==> config.mk <==
export PLATFORM = sky130hd
export DESIGN_NAME = pts_tx_port
export DESIGN_NICKNAME = d
export VERILOG_FILES = /design/src/pts_pkg.sv /design/src/pts_sync.sv /design/src/pts_tx_port.sv
export SDC_FILE = /design/constraint.sdc
export NUM_CORES = 1
export LEC_CHECK = 0
export BUFFER_PORTS_ARGS = -buffer_cell sky130_fd_sc_hd__buf_4
export CAP_MARGIN = 30
export CORE_MARGIN = 2
export CORE_UTILIZATION = 30
export CTS_CLUSTER_SIZE = 12
export DETAILED_ROUTE_END_ITERATION = 8
export HOLD_SLACK_MARGIN = 0.02
export SLEW_MARGIN = 15
export SYNTH_ARGS = -nofsm -noshare
export SYNTH_HDL_FRONTEND = slang
export SYNTH_SLANG_ARGS = --single-unit
==> constraint.sdc <==
create_clock -name clk_sys_i -period 1.5 [get_ports clk_sys_i]
set_input_delay 0.225 -clock clk_sys_i [delete_from_list [all_inputs] [get_ports clk_sys_i]]
set_output_delay 0.225 -clock clk_sys_i [all_outputs]
set_load 0.02 [all_outputs]
==> src/pts_pkg.sv <==
// Purpose: constants for the pcm transmit slot port
// Assumes: 50 MHz system clock
// Notes: no software registers
package pts_pkg;
  localparam int SLOT_BITS = 8;
  localparam logic [2:0] BIT_LAST = 3'h7;
  localparam logic [6:0] SLOT_RST = 7'h00;
  localparam logic [9:0] BCNT_RST = 10'h000;
  localparam logic [1:0] SYNC_RST = 2'h0;
  typedef enum logic [2:0] {
    PTS_IDLE = 3'b001,
    PTS_WAIT = 3'b010,
    PTS_SEND = 3'b100
  } pts_state_t;
endpackage : pts_pkg

==> src/pts_sync.sv <==
// Purpose: two flip-flop synchroniser for pin inputs
// Assumes: async active-low reset
// Notes: first stage read only by second stage
`timescale 1ns/1ps
module pts_sync #(
  parameter int W = 1
) (
  input wire logic clk_sys_i,
  input wire logic rstn_i,
  input wire logic [W-1:0] d_i,
  output logic [W-1:0] q_o
);
  logic [W-1:0] meta_reg;
  always_ff @(posedge clk_sys_i or negedge rstn_i) begin
    if (!rstn_i) begin
      meta_reg <= '0;
      q_o <= '0;
    end else begin
      meta_reg <= d_i;
      q_o <= meta_reg;
    end
  end
endmodule : pts_sync

==> src/pts_tx_port.sv <==
// Operation
// - 8 kHz sync; non-delayed marks own slot
// - delayed mode: counter locates assigned slot
// - data output floats outside its slot
// - data bits change on rising bit clock
// - companded byte on selected port only
// - slot flag floats outside active slot
// - slot flag pulled low during slot
//
// Purpose: transmit slot engine of a serial pcm port
// Assumes: bit clock and frame sync sampled by clk_sys_i, bit clock at most 4.096 MHz
// Notes: sample_i is already companded; sample is captured at the frame sync leading edge
//        sync edges during a wait or a slot are ignored, one slot per sync
`timescale 1ns/1ps
module pts_tx_port (
  input wire logic clk_sys_i,
  input wire logic rstn_i,
  input wire logic bit_clk_i,
  input wire logic tx_frame_sync_i,
  input wire logic delayed_mode_i,
  input wire logic [6:0] slot_num_i,
  input wire logic port_sel_i,
  input wire logic [7:0] sample_i,
  output logic tx_data_port_a_o,
  output logic tx_data_port_a_oe_o,
  output logic tx_data_port_b_o,
  output logic tx_data_port_b_oe_o,
  output logic tx_slot_flag_a_o,
  output logic tx_slot_flag_a_oe_o,
  output logic tx_slot_flag_b_o,
  output logic tx_slot_flag_b_oe_o
);
  import pts_pkg::*;

  // ****************************************
  // reset and input synchronisers
  // ****************************************
  logic [1:0] rst_reg;
  logic rst_n;
  logic bclk_s;
  logic fs_s;

  // release is delayed two clocks so no flop leaves reset close to an edge
  always_ff @(posedge clk_sys_i or negedge rstn_i) begin
    if (!rstn_i) begin
      rst_reg <= SYNC_RST;
    end else begin
      rst_reg <= {rst_reg[0], 1'b1};
    end
  end
  assign rst_n = rst_reg[1];

  pts_sync #(.W(2)) u_sync (
    .clk_sys_i(clk_sys_i),
    .rstn_i(rst_n),
    .d_i({bit_clk_i, tx_frame_sync_i}),
    .q_o({bclk_s, fs_s})
  );

  // ****************************************
  // state
  // ****************************************
  typedef struct packed {
    pts_state_t st;
    logic bclk_d;
    logic fs_d;
    logic [6:0] slot_cnt;
    logic [2:0] bit_cnt;
    logic [7:0] shift;
    logic port;
    logic dout;
    logic act;
    logic [3:0] bits;
  } pts_regs_t;

  pts_regs_t s_reg;
  pts_regs_t s_next;
  logic rise;
  logic fall;

  // frame sync sampled on falling bit clock so it is stable before the rising edge
  assign rise = bclk_s & ~s_reg.bclk_d;
  assign fall = ~bclk_s & s_reg.bclk_d;

  always_comb begin
    s_next = s_reg;
    s_next.bclk_d = bclk_s;
    if (fall) begin
      s_next.fs_d = fs_s;
    end
    case (s_reg.st)
      PTS_IDLE: begin
        // leading edge of frame sync, seen at a falling bit clock
        if (fall && fs_s && !s_reg.fs_d) begin
          s_next.port = port_sel_i;
          s_next.shift = sample_i;
          s_next.bit_cnt = 3'h0;
          if (delayed_mode_i && slot_num_i != SLOT_RST) begin
            s_next.slot_cnt = slot_num_i;
            s_next.st = PTS_WAIT;
          end else begin
            s_next.st = PTS_SEND;
          end
        end
      end
      PTS_WAIT: begin
        // count whole slots of eight bit clocks
        if (rise) begin
          s_next.bit_cnt = s_reg.bit_cnt + 3'h1;
          if (s_reg.bit_cnt == BIT_LAST) begin
            s_next.slot_cnt = s_reg.slot_cnt - 7'h01;
            if (s_reg.slot_cnt == 7'h01) begin
              s_next.st = PTS_SEND;
            end
          end
        end
      end
      PTS_SEND: begin
        if (rise) begin
          s_next.dout = s_reg.shift[SLOT_BITS-1];
          s_next.shift = {s_reg.shift[6:0], 1'b0};
          s_next.bit_cnt = s_reg.bit_cnt + 3'h1;
        end
        // slot ends at the first rising edge after the eighth bit; the sync level is
        // not looked at, so a square-wave sync still high here cannot hold the slot open
        if (rise && s_reg.bit_cnt == 3'h0 && s_reg.act) begin
          s_next.st = PTS_IDLE;
        end
      end
      default: begin
        s_next.st = PTS_IDLE;
      end
    endcase

    // drive window: from the first rising edge of the slot for eight bit periods
    if (s_reg.st == PTS_SEND && rise) begin
      if (!s_reg.act && s_reg.bits == 4'h0) begin
        s_next.act = 1'b1;
        s_next.bits = 4'h1;
      end else if (s_reg.bits == 4'h8) begin
        s_next.act = 1'b0;
        s_next.bits = 4'h0;
      end else begin
        s_next.bits = s_reg.bits + 4'h1;
      end
    end
    // outside the send state the window is always shut
    if (s_reg.st != PTS_SEND) begin
      s_next.act = 1'b0;
      s_next.bits = 4'h0;
    end
  end

  always_ff @(posedge clk_sys_i or negedge rst_n) begin
    if (!rst_n) begin
      s_reg <= '{st: PTS_IDLE, bclk_d: 1'b0, fs_d: 1'b0, slot_cnt: SLOT_RST,
                 bit_cnt: 3'h0, shift: 8'h00, port: 1'b0, dout: 1'b0,
                 act: 1'b0, bits: 4'h0};
    end else begin
      s_reg <= s_next;
    end
  end

  // ****************************************
  // pins
  // ****************************************
  // both data pins carry the same bit; only the enables tell which one is live
  assign tx_data_port_a_o = s_reg.dout;
  assign tx_data_port_b_o = s_reg.dout;
  assign tx_data_port_a_oe_o = s_reg.act & ~s_reg.port;
  assign tx_data_port_b_oe_o = s_reg.act & s_reg.port;
  assign tx_slot_flag_a_o = 1'b0;
  assign tx_slot_flag_b_o = 1'b0;
  assign tx_slot_flag_a_oe_o = s_reg.act & ~s_reg.port;
  assign tx_slot_flag_b_oe_o = s_reg.act & s_reg.port;

  // ****************************************
  // checks
  // ****************************************
  a_data_float_a: assert property (@(posedge clk_sys_i) disable iff (!rst_n)
    tx_data_port_a_oe_o |-> s_reg.st == PTS_SEND)
    else $error("port a driven outside slot");
  a_flag_match_a: assert property (@(posedge clk_sys_i) disable iff (!rst_n)
    tx_slot_flag_a_oe_o == tx_data_port_a_oe_o)
    else $error("flag a not aligned with data a");
  a_flag_low: assert property (@(posedge clk_sys_i) disable iff (!rst_n)
    tx_slot_flag_b_oe_o |-> !tx_slot_flag_b_o)
    else $error("flag b not pulled low");
  a_one_port: assert property (@(posedge clk_sys_i) disable iff (!rst_n)
    !(tx_data_port_a_oe_o && tx_data_port_b_oe_o))
    else $error("both ports driven");
  a_bit_on_rise: assert property (@(posedge clk_sys_i) disable iff (!rst_n)
    $changed(s_reg.dout) |-> $past(rise))
    else $error("data changed off rising edge");
  a_slot_len: assert property (@(posedge clk_sys_i) disable iff (!rst_n)
    s_reg.bits <= 4'h8)
    else $error("slot longer than eight bits");
  a_wait_go: assert property (@(posedge clk_sys_i) disable iff (!rst_n)
    (s_reg.st == PTS_WAIT && s_next.st == PTS_SEND) |-> s_reg.slot_cnt == 7'h01)
    else $error("wait left early");
  a_nondelay: assert property (@(posedge clk_sys_i) disable iff (!rst_n)
    (s_reg.st == PTS_IDLE && s_next.st != PTS_IDLE && !delayed_mode_i) |=>
      s_reg.st == PTS_SEND)
    else $error("non-delayed sync did not start slot");
  a_data_float_b: assert property (@(posedge clk_sys_i) disable iff (!rst_n)
    tx_data_port_b_oe_o |-> s_reg.st == PTS_SEND)
    else $error("port b driven outside slot");
  a_flag_match_b: assert property (@(posedge clk_sys_i) disable iff (!rst_n)
    tx_slot_flag_b_oe_o == tx_data_port_b_oe_o)
    else $error("flag b not aligned with data b");
  a_flag_low_a: assert property (@(posedge clk_sys_i) disable iff (!rst_n)
    tx_slot_flag_a_oe_o |-> !tx_slot_flag_a_o)
    else $error("flag a not pulled low");
  a_slot_close: assert property (@(posedge clk_sys_i) disable iff (!rst_n)
    $fell(s_reg.act) |-> s_reg.st == PTS_IDLE)
    else $error("slot left open after eighth bit");
  a_port_hold: assert property (@(posedge clk_sys_i) disable iff (!rst_n)
    s_reg.act |-> $stable(s_reg.port))
    else $error("port changed inside slot");
endmodule : pts_tx_port

==> metrics, run 1 <==
status complete, but fails checks; violations in the final reports setup timing; total count of hold-check failures in the final report 0; die span in y 83.99 µm; type of the setup path with the least slack flop to flop; Syn Std Cell Area 0.001919 mm²; effective utilization at floorplan between 30% and 40%; post-route worst setup slack -0.3549 ns; Filler Cells Inserted 573; flip-flop count of the largest register, all copies and words added 29; count of unique library cells instantiated by Yosys roughly 50; number of sinks handled by clock tree synthesis 36; # Max-Cap Violations 0; number of CTS-inserted buffers 5; share of the clock period used by the worst path 123.7%; wire length reported by the detailed router a little over 5000 µm; most common cell after layout, fill and taps aside sky130_fd_sc_hd__buf_4; cell total after placement 341; leading area contributor after synthesis sky130_fd_sc_hd__dfrtp_1; Clock Tree Buf Depth 2; top cells by area in the synthesized netlist sky130_fd_sc_hd__dfrtp_1 46%, sky130_fd_sc_hd__nor2_1 4.9%, sky130_fd_sc_hd__a21oi_1 4.7%, sky130_fd_sc_hd__ha_1 4.6%, sky130_fd_sc_hd__a22oi_1 3.1%; Power Internal around 2.8 mW; Final Non-Filler Cells approximately 360; Gate power share 49.9%; H-tree lvl count 2; core footprint ~0.0063 mm²; length of the first detailed-routing pass in iterations 5; slack of the worst reg-to-reg path -0.35 ns; TritonCTS clock tree yes; Die W 83.99 µm; part of the power in the clock network 17.1%; Antenna Nets Post-Route 0; sequential cell area fraction in the yosys report between 40% and 50%; Routability Congestion 0.8160; routed length per placed instance 13.85 µm; number of antenna cells inserted 0; GR Overflow Total 0; Worst R2R End s_reg[18]; power density cells about 1500 mW/mm²; worst ir drop on vdd 0.7931 mV; I/O pin total 29; clock transition at the register clock pins on the worst setup and hold paths after CTS 0.08 ns; maximum net fanout on the critical path 8; nature of the critical path endpoint flop; vias in the first global route roughly 1,800; setup repair after global routing missed its margin true; register share of total power about 33%; share of the synthesized area in the top cell type 45.63%; achievable frequency 539.1 MHz; final setup violation count 21; share of total power consumed by net switching 35.79%; kind of launch point of the worst setup path flop; Min-Delay Path Depth 1; Worst Reg2Reg Path Length in Cells 6; number of synthesized flops with an enable pin 0; static leakage 1.348 nW; number of antenna violations at the first check in global routing 0; count of nets after finishing 313; Power Total approximately 4.3 mW; Clk Tree Root Cell sky130_fd_sc_hd__clkbuf_8; maximum number of pins on one net before global-route repair 35; final clock skew approximately 0.0080 ns; Layout area overhead 51.63%; Synth warnings 0; cells after synthesis 201; number of design rule violations left after detail routing 0; Slew Limit Fails 0; Post-Synthesis Mean Instance Area 9.549 µm²; overall routing resource usage 14.85%; Worst Path Required between 1.5 and 2 ns; number of buffer cells added on primary ports 26; first-pass GRT wire length between 8000 and 9000 µm; pre-CTS worst setup slack -0.4197 ns; #FFs+latches synth 36; start of the worst register-to-register path s_reg[27]; Worst Path Arrival 2.04 ns; power dissipated by switching net loads approximately 1.5 mW; latest clock arrival within the worst-skew pair 0.29 ns; leading cell types in the layout, fill and taps excluded 74 x sky130_fd_sc_hd__buf_4, 34 x sky130_fd_sc_hd__dfrtp_1, 23 x sky130_fd_sc_hd__nor2_1; die area 0.007053 mm²; estimated wirelength of the detail-placed design 3373 µm; total vias in the final route 1,823; number of vias per cell after detailed routing ~5; startpoint of the most critical hold path tx_frame_sync_i; final worst path period need roughly 1.9 ns; class of the most critical hold timing path input port to flop; most frequently used flop master after synthesis sky130_fd_sc_hd__dfrtp_1; proportion of layout cells with a drive suffix above 1 43.01%; Worst Hold End u_sync.meta_reg[0]; number of design-rule violations left by the first detailed-router iteration 138; Cell Rows 29; post-synthesis async set-or-reset flop share 100.0%
metrics by stage:
step                area [µm²]  TNS [ns]  util (%)  hold WS, ns
finish                    2910    -5.030     46.36      0.04424
global route              2910    -6.516     46.36      0.02333
CTS                       2795    -4.465     44.53      0.03451
detailed placement        2515    -4.904     40.06      0.01106
global placement          2515    -4.632     40.06     0.007339
floorplan                 1931    -4.403         -     -0.07059
worst max-delay path: stages (launching register included):
cell and delay, ns:
sky130_fd_sc_hd__dfstp_2 0.53, sky130_fd_sc_hd__or3b_4 0.42, sky130_fd_sc_hd__a211oi_4 0.21, sky130_fd_sc_hd__buf_6 0.17, sky130_fd_sc_hd__o21a_1 0.14, sky130_fd_sc_hd__nor2_1 0.05
sky130_fd_sc_hd__a311oi_1 0.24
final cells by class:
class | count | area (µm²) | share of cell area (%)
clock buffer | 7 | 86.33 | 2.966
clock inverter | 1 | 7.507 | 0.2580
inverter | 11 | 41.29 | 1.419
multi-input combinational | 144 | 1057 | 36.33
sequential | 36 | 903.4 | 31.04
tap | 77 | 96.34 | 3.310
timing repair buffer | 87 | 718.2 | 24.68
power by group through the flow:
stage | registers (mW) | clock network (mW) | logic [mW]
finish | 1.42 | 0.735 | 2.15
CTS | 1.41 | 0.752 | 1.96
floorplan | 1.46 | 0 | 0.925
global route | 1.45 | 0.800 | 2.32
detailed placement | 1.43 | 0 | 1.62
global placement | 1.42 | 0 | 1.60
repair_timing:
item / 4_1_cts / 5_1_grt
setup endpoints to repair: 23 / 25
hold endpoints to repair: 2 / 0
hold buffers: 1 / 0
setup buffers: 8 / 8
gates resized for setup: 28 / 17
pin swaps: 9 / 6
worst max-delay path by stage:
stage                        startpoint        end  slack (ns)  depth (start not counted)
after floorplan               s_reg[27]  s_reg[18]       -0.37                          6
after global placement    slot_num_i[3]  s_reg[20]       -0.29                          8
after detailed placement      s_reg[27]  s_reg[18]       -0.42                          6
after CTS                     s_reg[27]  s_reg[18]       -0.32                          6
after global routing          s_reg[27]  s_reg[18]       -0.42                          6
final                         s_reg[27]  s_reg[18]       -0.35                          6
layer usage:
metal / part of all wire [%] / wire length [µm] / GRT usage, % / up-vias
met5: 0 / 0 / 0 / -
met3: 3.6 / 179 / 3.066 / 6
li1: - / - / - / 890
met1: 48 / 2423 / 20.50 / 890
met2: 47 / 2342 / 22.98 / 37
met4: 1.6 / 81 / 5.572 / 0
cell families (layout without fill, tap and decap cells):
kind of cell,count (synthesis),count (layout),share of synthesized area (%)
other,2,3,0.3913
AND/OR/NAND/NOR,71,71,18.12
multiplexers,7,7,3.911
buffers and inverters,22,106,5.736
AO/OA/AOI/OAI,56,56,20.28
adder cells (fa/ha/maj),7,7,4.563
flip-flops,36,36,47.00
Yosys cell counts, drive strengths merged, types with 6 or more instances:
cell type and count:
a22oi 8, buf 7, o21ai 9, nand3 7, nand2 12, a21oi 18
nor3 6, ha 7, nor2 25, inv 11, dfrtp 35
(Power assumes the default switching activity.)
==> run 2, diff against run 1 <==
--- a/config.mk
+++ b/config.mk
@@ -8,10 +8,10 @@
 export BUFFER_PORTS_ARGS = -buffer_cell sky130_fd_sc_hd__buf_4
 export CAP_MARGIN = 30
 export CORE_MARGIN = 2
-export CORE_UTILIZATION = 30
-export CTS_CLUSTER_SIZE = 12
+export CORE_UTILIZATION = 50
 export DETAILED_ROUTE_END_ITERATION = 8
 export HOLD_SLACK_MARGIN = 0.02
+export PLACE_DENSITY = 0.74
 export SLEW_MARGIN = 15
 export SYNTH_ARGS = -nofsm -noshare
 export SYNTH_HDL_FRONTEND = slang
==> constraint.sdc (replaced) <==
create_clock -name clk_sys_i -period 1.7 [get_ports clk_sys_i]
set_input_delay 0.255 -clock clk_sys_i [delete_from_list [all_inputs] [get_ports clk_sys_i]]
set_output_delay 0.255 -clock clk_sys_i [all_outputs]
set_load 0.02 [all_outputs]
==> run 2 against run 1 <==
Against the previous run:
- the run still ends with setup timing left
- largest power group unchanged
- worst hold slack improved by 0.027 ns
- combinational power decreased by 26%
- clock-buffer cell count unchanged
- final area decreased by 7.9%
- setup slack improved by 0.22 ns
- die area decreased by 38%
- utilization increased by 26 points
==> metrics, run 2 (synthesized netlist as in run 1, its figures left out) <==
status complete, but fails checks (unchanged); violations in the final reports setup timing (unchanged); die area 0.004350 mm² (was 0.007053 mm²); I/O pin total 29 (unchanged); leading cell types in the layout, fill and taps excluded 68 x sky130_fd_sc_hd__buf_4, 35 x sky130_fd_sc_hd__dfrtp_1, 22 x sky130_fd_sc_hd__nor2_1 (was 74 x sky130_fd_sc_hd__buf_4, 34 x sky130_fd_sc_hd__dfrtp_1, 23 x sky130_fd_sc_hd__nor2_1); slack of the worst reg-to-reg path -0.13 ns (was -0.35 ns); maximum net fanout on the critical path 6 (was 8); number of antenna violations at the first check in global routing 0 (unchanged); number of design-rule violations left by the first detailed-router iteration 96 (was 138); proportion of layout cells with a drive suffix above 1 38.83% (was 43.01%); area taken by multi-input logic gates 0.001006 mm² (was 0.001057 mm²); share of the clock period used by the worst path 107.9% (was 123.7%); latest clock arrival within the worst-skew pair 0.29 ns (about the same); M2 GR Usage 35.86% (was 22.98%); Slew Limit Fails 0 (unchanged); cell area after layout 0.002680 mm² (was 0.002910 mm²); die span in y 65.96 µm (was 83.99 µm); Worst Path Arrival 2.02 ns (was 2.04 ns); Layout area overhead 39.63% (was 51.63%); core footprint 0.003689 mm² (was 0.006277 mm²); type of the setup path with the least slack flop to flop (unchanged); Min-Delay Path Depth 1 (unchanged); maximum number of pins on one net before global-route repair 35 (unchanged); kind of launch point of the worst setup path flop (unchanged); count of nets after finishing 300 (was 313); number of antenna cells inserted 0 (unchanged); Worst Hold End u_sync.meta_reg[0] (unchanged); number of sinks handled by clock tree synthesis 36 (unchanged); class of the most critical hold timing path input port to flop (unchanged); instance area at placement 0.002414 mm² (was 0.002515 mm²); Cell Rows 22 (was 29); final core occ 72.66% (was 46.36%); estimated wirelength of the detail-placed design 3170 µm (was 3373 µm); Worst R2R End s_reg[18] (unchanged); final clock skew 0.008832 ns (was 0.008012 ns); length of the first detailed-routing pass in iterations 4 (was 5); Routability Congestion 0.8990 (was 0.8160); number of CTS-inserted buffers 5 (unchanged); start of the worst register-to-register path s_reg[27] (unchanged); most common cell after layout, fill and taps aside sky130_fd_sc_hd__buf_4 (unchanged); Filler Cells Inserted 292 (was 573); number of design rule violations left after detail routing 0 (unchanged); grt met1 use 31.82% (was 20.50%); flip-flop count of the largest register, all copies and words added 29 (unchanged); worst ir drop on vdd 0.6986 mV (was 0.7931 mV); overall routing resource usage 23.18% (was 14.85%); # Max-Cap Violations 0 (unchanged); number of buffer cells added on primary ports 26 (unchanged); Clock Tree Buf Depth 2 (unchanged); startpoint of the most critical hold path tx_frame_sync_i (unchanged); met3 GRT Util 5.963% (was 3.066%); Clk Tree Root Cell sky130_fd_sc_hd__clkbuf_8 (unchanged); clock transition at the register clock pins on the worst setup and hold paths after CTS 0.07 ns (was 0.08 ns); GR Overflow Total 0 (unchanged); wire length reported by the detailed router 4511 µm (was 5026 µm); Antenna Nets Post-Route 0 (unchanged); number of vias per cell after detailed routing 5.452 (was 5.022); Worst Hold Margin 0.07122 ns (was 0.04424 ns); Final Non-Filler Cells 321 (was 363); cell total after placement 305 (was 341); post-route worst setup slack -0.1339 ns (was -0.3549 ns); H-tree lvl count 2 (unchanged); Die W 65.96 µm (was 83.99 µm); most heavily used metal layer in global routing met2 (unchanged); Worst Path Required 1.89 ns (was 1.69 ns); total count of hold-check failures in the final report 0 (unchanged); achievable frequency 545.3 MHz (was 539.1 MHz); setup repair after global routing missed its margin true (unchanged); total vias in the final route 1,750 (was 1,823); TritonCTS clock tree yes (unchanged); static leakage 1.229 nW (was 1.348 nW); nature of the critical path endpoint flop (unchanged); final setup violation count 16 (was 21); final worst path period need 1.834 ns (was 1.855 ns); effective utilization at floorplan 52.04% (was 30.58%); first-pass GRT wire length 7624 µm (was 8507 µm); power density cells 1316 mW/mm² (was 1480 mW/mm²); vias in the first global route 1,646 (was 1,785); Worst Reg2Reg Path Length in Cells 6 (unchanged); routed length per placed instance 14.05 µm (was 13.85 µm); area of all sequential standard cells 902.1 µm² (was 903.4 µm²)
==> run 2: changes by cell type in the layout (fill, tap and decap cells not counted), moves of 2 or more <==
cell / previous run / this run
sky130_fd_sc_hd__buf_4: 74 / 68
sky130_fd_sc_hd__buf_6: 10 / 5
sky130_fd_sc_hd__buf_12: 2 / 0
sky130_fd_sc_hd__mux2_2: 1 / 3
sky130_fd_sc_hd__mux2_4: 3 / 1
sky130_fd_sc_hd__nor2_2: 0 / 2
sky130_fd_sc_hd__o21ai_2: 3 / 1
==> run 2: area by class of cell <==
cell class,instances,share of cell area (%)
Multi-Input combinational cell,144,37.53
Sequential cell,36,33.66
Timing Repair Buffer,74,21.52
Clock buffer,7,3.221
Tap cell,48,2.241
Inverter,11,1.541
Clock inverter,1,0.2801
==> run 2: worst max path at each step <==
stage	startpoint	to	slack, ns	cells past startpoint
4_1_cts	s_reg[27]	s_reg[18]	-0.19	6
3_3_place_gp	s_reg[27]	s_reg[18]	-0.13	6
2_1_floorplan	s_reg[27]	s_reg[18]	-0.17	6
6_report	s_reg[27]	s_reg[18]	-0.13	6
5_1_grt	s_reg[27]	s_reg[18]	-0.18	6
3_5_place_dp	s_reg[27]	s_reg[18]	-0.19	6
==> run 2: worst max-delay path: stages, from the launching register on <==
cell,delay [ns]
sky130_fd_sc_hd__dfstp_2,0.53
sky130_fd_sc_hd__or3b_4,0.42
sky130_fd_sc_hd__a2bb2oi_2,0.19
sky130_fd_sc_hd__buf_6,0.15
sky130_fd_sc_hd__a21oi_2,0.15
sky130_fd_sc_hd__a221oi_2,0.04
sky130_fd_sc_hd__a311oi_1,0.25
==> run 2: repair_timing <==
| item | CTS | global route |
|---|---|---|
| buffers inserted | 0 | 6 |
| cloned | 1 | 0 |
| hold buffers | 1 | 0 |
| endpoints found under the setup margin | 16 | 20 |
| pin swaps | 4 | 5 |
| gates resized for setup | 14 | 14 |
| hold endpoints to repair | 2 | 0 |
==> run 2: routing by layer <==
layer	part of all wire, %	routed length [µm]
met1	47	2122
met2	47	2136
met3	4.2	190
met4	1.4	61
met5	0	0
==> run 2: stage by stage <==
step | setup TNS, ns | worst slack (ns) | total power [mW]
after floorplan | -0.9167 | -0.1699 | 2.104
after global placement | -0.6772 | -0.1314 | 2.582
after detailed placement | -0.9464 | -0.1942 | 2.630
after CTS | -0.6511 | -0.1873 | 3.361
after global routing | -1.870 | -0.1817 | 3.756
final | -0.8958 | -0.1339 | 3.527
==> run 2: power by group <==
group,switching (mW),internal (mW)
combinational,0.778,0.823
sequential,0.177,1.10
clock,0.318,0.329
